===== src/qsp_pkg.sv =====
package qsp_pkg;

	localparam int QSP_NUM_CH = 4;
	localparam logic [1:0] QSP_SLOT_RST = 2'h0;
	localparam logic [1:0] QSP_RX_SLOT_LAG = 2'h3;
	localparam logic [2:0] QSP_CHIP_ADDR_RST = 3'h0;
	localparam int QSP_EB_DEPTH = 10;
	localparam int QSP_BIT_TIME_NS = 100;
	localparam int QSP_START_LAG_NS = 400;
	localparam int QSP_EB_START_FILL = QSP_START_LAG_NS / QSP_BIT_TIME_NS;
	localparam int QSP_STRAP_TOP = 2;
	localparam int QSP_STRAP_MID = 1;
	localparam int QSP_STRAP_LOW = 0;

	typedef struct packed {
		logic crs;
		logic valid;
		logic data;
		logic coll;
	} qsp_rx_lane_t;

	typedef struct packed {
		logic [1:0] rst_sync;
		logic released;
		logic [1:0] slot;
		logic [2:0] chip_addr;
		logic [3:0] tx_en;
		logic [3:0] tx_bit;
		logic [3:0] sqe_pend;
		logic [3:0] enc_bit;
		logic [3:0] enc_strobe;
		logic [3:0] enc_etd;
		qsp_rx_lane_t rx_out;
		logic rx_drive;
		logic chip_hit;
		logic [1:0] phy_ch;
	} qsp_state_t;

	localparam qsp_state_t QSP_STATE_RST = '0;

endpackage


===== src/qsp_elastic.sv =====
`timescale 1ns/1ps
module qsp_elastic
	import qsp_pkg::*;
#(
	parameter int DEPTH = QSP_EB_DEPTH,
	parameter int START_FILL = QSP_EB_START_FILL
) (
	input wire logic clock,
	input wire logic rst_n,
	input wire logic wr_valid,
	input wire logic wr_bit,
	input wire logic carrier,
	input wire logic rd_slot,
	output logic have_bit,
	output logic head_bit
);
	localparam int PW = $clog2(DEPTH);
	localparam int CW = $clog2(DEPTH + 1);

	typedef struct packed {
		logic [DEPTH-1:0] mem;
		logic [PW-1:0] wptr;
		logic [PW-1:0] rptr;
		logic [CW-1:0] count;
		logic reading;
	} qsp_eb_state_t;

	qsp_eb_state_t q;
	qsp_eb_state_t d;
	logic push;
	logic pop;

	assign have_bit = q.reading && (q.count != '0);
	assign head_bit = q.mem[q.rptr];

	always_comb begin
		d = q;
		// a full buffer drops the new bit; the frame is already broken by then
		push = wr_valid && (q.count != CW'(DEPTH));
		pop = rd_slot && have_bit;
		if (push) begin
			d.mem[q.wptr] = wr_bit;
			d.wptr = (q.wptr == PW'(DEPTH - 1)) ? '0 : q.wptr + 1'b1;
		end
		if (pop) begin
			d.rptr = (q.rptr == PW'(DEPTH - 1)) ? '0 : q.rptr + 1'b1;
		end
		case ({push, pop})
			2'b10: d.count = q.count + 1'b1;
			2'b01: d.count = q.count - 1'b1;
			default: d.count = q.count;
		endcase
		// start draining after a few bits so the slot rate never runs dry mid frame
		if (!q.reading && ((q.count >= CW'(START_FILL)) || (!carrier && q.count != '0))) begin
			d.reading = 1'b1;
		end else if (q.reading && d.count == '0) begin
			d.reading = 1'b0;
		end
	end

	always_ff @(posedge clock or negedge rst_n) begin
		if (!rst_n) begin
			q <= '0;
		end else begin
			q <= d;
		end
	end

endmodule // qsp_elastic


===== src/qsp_port.sv =====
`timescale 1ns/1ps
module qsp_port
	import qsp_pkg::*;
#(
	parameter int NUM_CH = QSP_NUM_CH,
	parameter int EB_DEPTH = QSP_EB_DEPTH
) (
	input wire logic clock,
	// shared hardware reset and slot strobe
	input wire logic resetn,
	input wire logic tx_slot_enable,
	input wire logic tx_slot_bit,
	input wire logic rx_slot_bit_i,
	output logic rx_slot_bit_o,
	output logic rx_slot_bit_oe_n,
	input wire logic rx_slot_valid_i,
	output logic rx_slot_valid_o,
	output logic rx_slot_valid_oe_n,
	output logic rx_carrier_sense_o,
	output logic rx_carrier_sense_oe_n,
	input wire logic slot_collision_flag_i,
	output logic slot_collision_flag_o,
	output logic slot_collision_flag_oe_n,
	output logic interrupt_out_n_o,
	output logic interrupt_out_n_oe_n,
	input wire logic collision_neg_input,
	input wire logic collision_pos_input,
	input wire logic aui_enable,
	input wire logic aui_full_duplex,
	input wire logic aui_squelch_open,
	input wire logic interrupt_mode_enable,
	input wire logic interrupt_request,
	input wire logic heartbeat_test_disable,
	input wire logic [NUM_CH-1:0] full_duplex,
	input wire logic [NUM_CH-1:0] link_pass,
	input wire logic [NUM_CH-1:0] squelch_open,
	input wire logic [NUM_CH-1:0] net_collision,
	input wire logic [NUM_CH-1:0] dec_valid,
	input wire logic [NUM_CH-1:0] dec_bit,
	output logic [NUM_CH-1:0] enc_bit,
	output logic [NUM_CH-1:0] enc_strobe,
	output logic [NUM_CH-1:0] enc_end_delim,
	input wire logic [4:0] mgmt_phy_addr,
	output logic mgmt_chip_select,
	output logic [1:0] mgmt_channel,
	output logic [2:0] chip_address
);

	qsp_state_t q;
	qsp_state_t d;
	logic rst_n;
	logic [1:0] out_ch;
	logic [NUM_CH-1:0] eb_rd;
	logic [NUM_CH-1:0] eb_have;
	logic [NUM_CH-1:0] eb_head;
	logic [NUM_CH-1:0] fd_eff;
	logic [NUM_CH-1:0] sq_eff;
	logic [NUM_CH-1:0] col_eff;
	logic aui_coll;
	logic echo;

	// internal reset is the synchronised copy; the strobe pulse passes through it too
	assign rst_n = q.rst_sync[1];

	// receive slot trails the transmit slot by one clock, same counter
	assign out_ch = q.slot + QSP_RX_SLOT_LAG;

	// single-ended mode leaves the negative pin free for the interrupt driver
	assign aui_coll = interrupt_mode_enable ? collision_pos_input
		: (collision_pos_input && !collision_neg_input);

	always_comb begin
		fd_eff = full_duplex;
		sq_eff = squelch_open;
		col_eff = net_collision;
		if (aui_enable) begin
			fd_eff[0] = aui_full_duplex;
			sq_eff[0] = aui_squelch_open;
			col_eff[0] = aui_coll;
		end
	end

	always_comb begin
		eb_rd = '0;
		if (q.released) begin
			eb_rd[out_ch] = 1'b1;
		end
	end

	genvar gi;
	generate
		for (gi = 0; gi < NUM_CH; gi++) begin : g_ch
			qsp_elastic #(
				.DEPTH(EB_DEPTH),
				.START_FILL(QSP_EB_START_FILL)
			) u_eb (
				.clock(clock),
				.rst_n(rst_n),
				.wr_valid(dec_valid[gi]),
				.wr_bit(dec_bit[gi]),
				.carrier(sq_eff[gi]),
				.rd_slot(eb_rd[gi]),
				.have_bit(eb_have[gi]),
				.head_bit(eb_head[gi])
			);
		end
	endgenerate

	always_comb begin
		d = q;
		echo = 1'b0;
		d.rst_sync = {q.rst_sync[0], 1'b1};
		d.enc_strobe = '0;
		d.enc_etd = '0;
		if (!rst_n) begin
			// held in reset: pins float and the slot counter waits at channel 0
			d = QSP_STATE_RST;
			d.rst_sync = {q.rst_sync[0], 1'b1};
		end else begin
			d.released = 1'b1;
			d.rx_drive = 1'b1;
			if (!q.released) begin
				// first edge after release: pins still float, straps are read now
				d.chip_addr[QSP_STRAP_TOP] = rx_slot_bit_i;
				d.chip_addr[QSP_STRAP_MID] = rx_slot_valid_i;
				d.chip_addr[QSP_STRAP_LOW] = slot_collision_flag_i;
			end
			// transmit side: current slot owns the inputs this edge
			d.slot = q.slot + 2'h1;
			d.tx_en[q.slot] = tx_slot_enable;
			if (tx_slot_enable) begin
				d.tx_bit[q.slot] = tx_slot_bit;
				d.enc_bit[q.slot] = tx_slot_bit;
				d.enc_strobe[q.slot] = 1'b1;
			end else if (q.tx_en[q.slot]) begin
				// controller stops sending; encoder closes the frame itself
				d.enc_etd[q.slot] = 1'b1;
				if (!heartbeat_test_disable) begin
					d.sqe_pend[q.slot] = 1'b1;
				end
			end
			// receive side: registered outputs for the trailing slot
			echo = !fd_eff[out_ch] && link_pass[out_ch] && q.tx_en[out_ch];
			d.rx_out.crs = sq_eff[out_ch] || echo;
			d.rx_out.valid = eb_have[out_ch] || echo;
			if (echo) begin
				d.rx_out.data = q.tx_bit[out_ch];
			end else if (eb_have[out_ch]) begin
				d.rx_out.data = eb_head[out_ch];
			end else begin
				d.rx_out.data = 1'b0;
			end
			// collision flag only in its own slot, never for full duplex
			d.rx_out.coll = (col_eff[out_ch] || q.sqe_pend[out_ch])
				&& !fd_eff[out_ch];
			if (q.sqe_pend[out_ch] && !(out_ch == q.slot && d.sqe_pend[q.slot]
				&& !q.tx_en[q.slot])) begin
				d.sqe_pend[out_ch] = 1'b0;
			end
			// management address split
			d.chip_hit = (mgmt_phy_addr[4:2] == q.chip_addr);
			d.phy_ch = mgmt_phy_addr[1:0];
		end
	end

	// asynchronous reset restarts the slot divider; a short strobe realigns to channel 0
	always_ff @(posedge clock or negedge resetn) begin
		if (!resetn) begin
			q <= QSP_STATE_RST;
		end else begin
			q <= d;
		end
	end

	assign rx_slot_bit_o = q.rx_out.data;
	assign rx_slot_valid_o = q.rx_out.valid;
	assign rx_carrier_sense_o = q.rx_out.crs;
	assign slot_collision_flag_o = q.rx_out.coll;
	assign rx_slot_bit_oe_n = !q.rx_drive;
	assign rx_slot_valid_oe_n = !q.rx_drive;
	assign rx_carrier_sense_oe_n = !q.rx_drive;
	assign slot_collision_flag_oe_n = !q.rx_drive;

	// open drain: only ever pulls low, and only when the pin is an interrupt
	assign interrupt_out_n_o = 1'b0;
	assign interrupt_out_n_oe_n = !(aui_enable && interrupt_mode_enable
		&& interrupt_request && rst_n);

	assign enc_bit = q.enc_bit;
	assign enc_strobe = q.enc_strobe;
	assign enc_end_delim = q.enc_etd;
	assign mgmt_chip_select = q.chip_hit;
	assign mgmt_channel = q.phy_ch;
	assign chip_address = q.chip_addr;

endmodule // qsp_port


===== config.mk =====
export PLATFORM = sky130hd
export DESIGN_NAME = qsp_port
export DESIGN_NICKNAME = d
export VERILOG_FILES = /design/src/qsp_pkg.sv /design/src/qsp_elastic.sv /design/src/qsp_port.sv
export SDC_FILE = /design/constraint.sdc
export NUM_CORES = 1
export LEC_CHECK = 0
export BUFFER_PORTS_ARGS = -buffer_cell sky130_fd_sc_hd__buf_4
export CORE_ASPECT_RATIO = 1.4
export CORE_UTILIZATION = 50
export DETAILED_ROUTE_END_ITERATION = 6
export PLACE_DENSITY = 0.69
export SETUP_SLACK_MARGIN = 0.4
export SLEW_MARGIN = 10
export SYNTH_ARGS = -nofsm -noshare
export SYNTH_HDL_FRONTEND = slang
export SYNTH_SLANG_ARGS = --single-unit

===== constraint.sdc =====
create_clock -name clock -period 9.55 [get_ports clock]
set_input_delay 1.91 -clock clock [delete_from_list [all_inputs] [get_ports clock]]
set_output_delay 1.91 -clock clock [all_outputs]
set_load 0.05 [all_outputs]

Word level (Yosys, flattened, before mapping) --
Cells that the tools add are included.
Cells by class: $add $sub $neg 18, $lt $le $gt $ge 20, eq/ne operators 24, muxes and demuxes 87, bitwise gates (word level) 3, reductions and logical operators 73
Operators by type and width (count):
- 4-bit two-way mux | 17
- 4-bit by 1-bit adder with 4-bit output, second input constant | 12
- 10-bit bitwise mux | 4
- 1-bit logical AND | 40
- 4-bit by 5-bit < comparator with 1-bit output, second input constant | 8
- 38-bit two-way mux | 1
- 1-bit two-way mux | 35
- 4-bit equality test, second input constant | 8
- 4-bit one-hot mux with 2 select lines | 4
- 1-bit binary-select mux with 2-bit select | 11
- 1-bit binary-select mux with 4-bit select | 4
- 1-bit demux with 4-bit select | 4
- 4-bit by 1-bit >= comparator with 1-bit output, second input constant | 4
- 4-bit by 3-bit >= comparator with 1-bit output, second input constant | 4
- 4-bit zero test | 4
- 4-bit != test, second input constant | 4
- 4-bit nonzero test | 4
- 4-bit by 1-bit subtractor with 4-bit output, second input constant | 4
- 1-bit zero test | 14
- 4-bit bitwise mux | 3
- 2-bit by 1-bit equality test with 1-bit output, second input constant | 4
- 2-bit equality test, second input constant | 4
- 8-bit two-way mux | 1
- 2-bit nonzero test | 4
- other kinds (13) | 23
Storage, ports and cells: flip-flop bits (word level) 132, input bits 44, output and inout port bits 28, word-level logic and storage cells 262

Logic depth before layout (Yosys ltp) --
Gate-level depths: netlist of the first run.
depth in word-level cells 17, mapped depth 13, gate-level depth less buffers 11

Hierarchy --
From an unflattened synthesis of the first run, not the netlist that was laid out.
Unflattened totals: cell total of the unflattened synthesis 652, area, all modules 7120.6 µm²
By module, submodules not included:
- qsp_elastic at g_ch[1].u_eb ... | times used 2, cells an instance 117, area each 1288.7 µm², sequential area each 575.6 µm²
- qsp_port | times used 1, cells an instance 176, area each 1965.6 µm², sequential area each 975.9 µm²
- qsp_elastic at g_ch[3].u_eb | times used 1, cells an instance 123, area each 1305.0 µm², sequential area each 575.6 µm²
- qsp_elastic at g_ch[0].u_eb | times used 1, cells an instance 119, area each 1272.5 µm², sequential area each 575.6 µm²

Least setup slack after synthesis of the first run --
No wires, ideal clock.
path type reg-to-output, start point register q[39] in the netlist's numbering, end point output interrupt_out_n_oe_n, data arrival time 3.726 ns, path slack 3.914 ns, cell stages (with the launch flop) 2, buffers on the path 0, path through dfrtp_1 nand4_1
On the way: cells in the longest elaborated chain, start to end 2
RTL lines:
- from (decl) | line qsp_port.sv:49 | qsp_state_t q;
- from (signal assigned) | line qsp_port.sv:169 | q <= QSP_STATE_RST;
- from (signal assigned) | line qsp_port.sv:171 | q <= d;
- 1-bit logical AND | line qsp_port.sv:187 | && interrupt_request && rst_n);
- 1-bit zero test | line qsp_port.sv:186 | assign interrupt_out_n_oe_n = !(aui_enable && interrupt_mode_enable
- to (decl) | line qsp_port.sv:25 | output logic interrupt_out_n_oe_n,
No other way between the ends.

Final worst setup path of the first run --
start point input aui_enable, end point output interrupt_out_n_oe_n
On the way: cells in the longest elaborated chain, start to end 4
RTL lines:
- from (decl) | line qsp_port.sv:28 | input wire logic aui_enable,
- 1-bit logical AND | line qsp_port.sv:186
- 1-bit logical AND (2 in a row) | line qsp_port.sv:187
- 1-bit zero test | line qsp_port.sv:186
No other way between the ends.

==> results of run 1 <==
[power by group]
group	switching, mW	internal [mW]
combinational	0.335	0.378
clock	0.252	0.420
sequential	0.255	0.752
total	0.843	1.55
[cells in the final DEF, fill, tap and decap left out, drive strengths merged, types with 9 or more instances in the layout]
master  count
a21oi      26
buf        71
clkbuf     18
dfrtp     131
ha         16
inv        21
mux2       47
mux2i      14
mux4       13
nand2      45
nand2b     15
nand3      26
nor2       55
nor2b       9
nor3       21
o21ai      24
xnor2      18
xor2       19
[layer usage]
metal / GRT usage [%] / wire, um / share of wire [%] / vias to the layer above
met5: 0 / 0 / 0 / -
met2: 37.1 / 7340 / 53 / 97
met4: 8.24 / 222 / 1.6 / 0
met3: 4.73 / 481 / 3.5 / 13
met1: 25.1 / 5880 / 42 / 2436
li1: - / - / - / 2347
[critical path: cells and delay by family]
family        cells  cell delay [ns]
buf+inv           2             0.33
simple gates      1             0.09
[cell type report]
| class | instances | area, sq um | area share [%] |
|---|---|---|---|
| repair buffers | 71 | 533 | 6.65 |
| inverters | 18 | 67.6 | 0.843 |
| clock buffers | 18 | 439 | 5.48 |
| well taps | 182 | 228 | 2.84 |
| flip-flops and latches | 131 | 3280 | 40.9 |
| multi-input cells | 445 | 3290 | 41.1 |
| clock inverters | 14 | 178 | 2.22 |
[state kept, by name, summed over array words and instances, names as in the netlist]
name                   flops
g_ch.u_eb.q               92
q                         16
enc_bit                    4
enc_end_delim              4
enc_strobe                 4
chip_address               3
mgmt_channel               2
d                          1
mgmt_chip_select           1
rx_carrier_sense_o         1
rx_slot_bit_o              1
rx_slot_valid_o            1
slot_collision_flag_o      1
[through the flow]
step	std cells	hold slack [ns]	area, sq um
floorplan	649	0.331	6940
global placement	847	0.241	7400
detailed placement	847	0.245	7400
CTS	879	0.244	8020
global route	879	0.255	8020
finish	879	0.236	8020
[cells by family after synthesis]
family | after synthesis
AND/OR/NAND/NOR | 218
flip-flops | 131
multiplexers | 74
buffers and inverters | 73
adder cells (fa/ha/maj) | 16
other | 2
AO/OA/AOI/OAI | 98
XOR/XNOR | 37
[worst max path at each step]
stage               start                   end  slack, ns  cells after the start
2_1_floorplan       q[39]  interrupt_out_n_oe_n       3.91                      1
3_3_place_gp   aui_enable  interrupt_out_n_oe_n       5.33                      3
3_5_place_dp   aui_enable  interrupt_out_n_oe_n       5.31                      3
4_1_cts        aui_enable  interrupt_out_n_oe_n       5.30                      3
5_1_grt        aui_enable  interrupt_out_n_oe_n       5.28                      3
6_report       aui_enable  interrupt_out_n_oe_n       5.30                      3
==> metrics.csv, run 1 <==
stage;metric;value;unit
status;status;finished, final reports clean;
synth;synth_top_family_by_area;simple AND/OR/NAND/NOR gates;
timing;min_period;4.25;ns
timing;tightest_slew;0.935;ns
synth;synth_compound_area_share;9.79;%
cells_and_area;drive_gt1_share;24.4;%
die;die_h;141;um
route;totalWireLength;13900;um
timing;slew_violations;0;
timing;rsz0062_at_grt;no;
timing;hold_viol_final;0;
route;route.detailed.wl_per_inst;15.8;um
synth;synth_top_cell_area_share;47.2;%
cells_and_area;syn2layout_area_growth;15.5;%
die;initial_core_util;51.6;%
cts;post-cts-setup-buffers;0;
timing;max_slew_margin;37.7;%
die;fp-row-count;50;
cts;cts_resized;0;
synth;synth_xor_area_share;4.67;%
cells_and_area;antennaDiodeCount;0;
flow_run;cap_violations;0;
setup_path;reg2reg_from;q[35];
setup_path;cp_max_fo;5;
synth;yosys_most_used_dff;dfrtp_1;
cts;htreeDepth;4;
cts;cts.hold.buffers_added;0;
synth;muxShareOfSynthArea;13.9;%
timing;fin_skew;0.00596;ns
global_routing;grt_pass1_wl;23900;um
synth;synth_edf_count;0;
placed_design;portBuffers;70;
synth;yosys.area_share.adder;2.88;%
pwr;leakagePower;3.55;nW
cts;clk_pin_slew;0.06;ns
timing;fmax;235;MHz
setup_path;regToRegSetupSlack;6.02;ns
cts;cts_num_sinks;131;
cells_and_area;post-route-util;59.6;%
placed_design;gp_congestion;0.827;
route;drtIter0Drc;227;
synth;syn_area;6940;sq um
synth;synth.most_common_cell;dfrtp_1;
cts;cts_tree;built;
route;vias;4893;
synth;avgSynthCellArea;10.7;sq um
route;ant_nets;0;
setup_path;r2r-end;g_ch[1].u_eb.q[0];
die;core_area;13500;sq um
synth;syn-num-nets;709;
synth;synth-seq-cells;131;
setup_path;worst-setup-path-type;input port to primary output;
cts;root_buffer;clkbuf_16;
timing;fin_tns_setup;0;ns
pwr;power.total;2.39;mW
cts;numCtsBuffers;17;
pwr;ir_drop;0.150;mV
setup_path;critPathCaptureType;primary output;
setup_path;reg2regPathDepth;9;
synth;netlist-cell-type-count;60;
placed_design;dp_slack;5.31;ns
die;die-area;14400;sq um
timing;min_period_over_period;44.5;%
timing;worst_slack;5.30;ns
synth;ys_top_cells_by_area;dfrtp_1 (47%), mux2_2 (6.7%), mux4_2 (4.2%);
cts;clk_latency;0.41;ns
global_routing;grt_max_degree;79;
setup_path;critical_path.max_stage_delay;0.22;ns
setup_path;crit_top_cell;buf_4;
global_routing;antenna_found_initial;0;
worst_hold_path;min_path_type;flop to asynchronous set/reset pin;
die;chipWidth;102;um
cts;cts_max_path_buffers;2;
synth;async_flop_share;100;%
setup_path;crit_slowest_cell;buf_4;
cells_and_area;final_nets;744;
synth;netlist_instances;649;
route;via_per_inst;5.57;
global_routing;grt.overflow.total;0;
setup_path;critPathArrivalTime;2.34;ns
timing;finalSetupViolations;0;
global_routing;grt_pass1_vias;5089;
cells_and_area;filler_cell_count;1091;
synth;yosys_warnings;0;
pwr;powerDensity;299;nW/um^2
route;drt-pass1-iter-count;4;
synth;synth_top_cell_by_area;dfrtp_1;
setup_path;path_cells;buf_4 -> nand4_1 -> buf_4;
route;drc;0;
synth;synth-simple-area-share;16.1;%
global_routing;grt_util_all_layers;21.2;%
synth;synth_common_cells;dfrtp_1 (131), nor2_1 (55), nand2_1 (45);
synth;seq_area_frac_synth;47.2;%
setup_path;worst_setup_path_start_kind;input port;
setup_path;cp.required;7.64;ns
die;io-pin-count;72;
placed_design;dpl.hpwl;9890;um
No activity file was read; power rests on OpenSTA's default activity.
==> inputs of run 2 (changes only) <==
PLACE_DENSITY = 0.72   (was 0.69)
clock period = 3.57 ns   (was 9.55 ns; I/O delays follow)
==> metrics.csv, run 2 (synthesis results as in run 1) <==
stage;metric;value;unit;change
cells_and_area;syn2layout_area_growth;15.2;%;
pwr;leakagePower;3.54;nW;-0.36%
timing;worst_slack;0.619;ns;-4.68 ns
setup_path;reg2regPathDepth;10;;+1
timing;min_period;2.95;ns;
cts;cts_num_sinks;131;;unchanged
worst_hold_path;min_path_type;input port to asynchronous set/reset pin;;
cts;cts.hold.buffers_added;0;;unchanged
die;chipWidth;102;um;unchanged
die;initial_core_util;51.6;%;unchanged
global_routing;grt_pass1_wl;24500;um;+2.7%
global_routing;grt.overflow.total;0;;unchanged
route;drt-pass1-iter-count;4;;unchanged
cells_and_area;drive_gt1_share;24.5;%;+0.11 points
die;die_h;141;um;unchanged
timing;tightest_slew;0.766;ns;-0.169 ns
placed_design;dpl.hpwl;10200;um;+3.0%
route;totalWireLength;14100;um;+1.6%
timing;fin_tns_setup;0;ns;unchanged
die;core_area;13500;sq um;unchanged
placed_design;gp_congestion;0.868;;+5.0%
cells_and_area;antennaDiodeCount;0;;unchanged
cts;cts_resized;0;;unchanged
timing;fmax;339;MHz;
timing;fin_skew;0.00754;ns;+0.00159 ns
cts;root_buffer;clkbuf_16;;
cts;cts_tree;built;;
timing;hold_viol_final;0;;unchanged
route;drc;0;;unchanged
cells_and_area;largest-register;g_ch.u_eb.q;;
placed_design;portBuffers;70;;unchanged
cts;htreeDepth;4;;unchanged
cells_and_area;final_nets;745;;+0.13%
cells_and_area;multi_input_area;3290;sq um;unchanged
route;ant_nets;0;;unchanged
setup_path;cp_max_fo;12;;+7
cts;cts_max_path_buffers;2;;unchanged
cells_and_area;filler_cell_count;1081;;-0.92%
setup_path;critPathArrivalTime;3.24;ns;+0.90 ns
die;fp-row-count;50;;unchanged
timing;min_period_over_period;82.7;%;
route;vias;4907;;+0.29%
pwr;powerDensity;792;nW/um^2;+170%
setup_path;r2r-end;g_ch[1].u_eb.q[0];;
cells_and_area;post-route-util;59.4;%;-0.18 points
setup_path;cp.required;3.86;ns;-3.78 ns
global_routing;grt_util_all_layers;21.9;%;+0.64 points
placed_design;dp_slack;0.682;ns;-4.62 ns
setup_path;reg2reg_from;q[35];;
cells_and_area;final_common_cell;dfrtp_1;;
global_routing;antenna_found_initial;0;;unchanged
route;drtIter0Drc;258;;+14%
timing;rsz0062_at_grt;no;;
timing;finalSetupViolations;0;;unchanged
setup_path;cp-startpoint;q[35];;
status;status;finished, final reports clean;;
cells_and_area;ff_latch_area;3280;sq um;unchanged
setup_path;regToRegSetupSlack;0.62;ns;-5.40 ns
route;route.detailed.wl_per_inst;16.1;um;+1.5%
timing;slew_violations;0;;unchanged
global_routing;grt_pass1_vias;5206;;+2.3%
global_routing;grt_max_degree;54;;-32%
cts;clk_pin_slew;0.06;ns;about the same
cells_and_area;top_regs;g_ch.u_eb.q x92, q x16;;
cts;clk_latency;0.41;ns;about the same
flow_run;cap_violations;0;;unchanged
cells_and_area;final_cell_mix;dfrtp_1 (130), buf_4 (72), nor2_1 (55);;
cells_and_area;largest_register_ffs;92;;unchanged
timing;max_slew_margin;48.9;%;+11 points
pwr;ir_drop;0.351;mV;+130%
cts;post-cts-setup-buffers;0;;unchanged
cts;numCtsBuffers;17;;unchanged
route;via_per_inst;5.58;;+0.17%
die;die-area;14400;sq um;unchanged
setup_path;critPathCaptureType;flop;;
pwr;power.total;6.33;mW;+160%
die;io-pin-count;72;;unchanged
setup_path;worst-setup-path-type;flop to flop;;
setup_path;worst_setup_path_start_kind;flop;;
==> run 2: changes by cell type in the layout (fill, tap and decap cells not counted), sizes merged <==
cell      before  now
clkinv         4    6
clkinvlp       4    5
clkbuf        18   17
inv           21   20
buf           71   72
bufinv         3    2
==> run 2: final cells by class <==
cell class                      instances  share of cell area (%)
Clock inverter                         15                    2.00
Multi-Input combinational cell        445                    41.2
Inverter                               18                   0.845
Sequential cell                       131                    41.0
Tap cell                              182                    2.85
Timing Repair Buffer                   72                    6.76
Clock buffer                           17                    5.32
==> run 2: power breakdown <==
group          total [mW]  switching (mW)  internal, mW  leakage [nW]
Sequential           2.70           0.685          2.01          1.62
Clock                1.71           0.676          1.03         0.272
Combinational        1.93           0.915          1.01          1.64
==> run 2: through the flow <==
stage | instances | hold WS (ns) | instance area, sq um
after floorplan | 649 | 0.331 | 6940
after global placement | 848 | 0.341 | 7410
after detailed placement | 848 | 0.346 | 7410
after CTS | 880 | 0.270 | 8000
after global routing | 880 | 0.292 | 8000
final | 880 | 0.265 | 8000
==> run 2: worst max path at each step <==
| stage | depth (start not counted) | endpoint | slack (ns) |
|---|---|---|---|
| 2_1_floorplan | 1 | interrupt_out_n_oe_n | 0.46 |
| 3_3_place_gp | 10 | g_ch[1].u_eb.q[0] | 0.77 |
| 3_5_place_dp | 10 | g_ch[1].u_eb.q[0] | 0.68 |
| 4_1_cts | 9 | g_ch[1].u_eb.q[0] | 0.65 |
| 5_1_grt | 9 | g_ch[1].u_eb.q[0] | 0.43 |
| 6_report | 10 | g_ch[1].u_eb.q[0] | 0.62 |
==> run 2: worst max-delay path, stage by stage, from the launching register on <==
cell       delay (ns)
dfrtp_1          0.52
inv_1            0.20
ha_1             0.20
nand3_1          0.17
nor2_1           0.38
ha_1             0.26
inv_1            0.04
a2111oi_0        0.37
a31oi_1          0.11
xnor2_1          0.16
o41a_1           0.40
==> run 2: per-layer routing <==
layer | GRT usage (%) | routed length (um) | vias to the layer above
li1 | - | - | 2344
met1 | 25.7 | 5910 | 2444
met2 | 38.7 | 7590 | 99
met3 | 3.99 | 408 | 20
met4 | 9.38 | 236 | 0
met5 | 0 | 0 | -
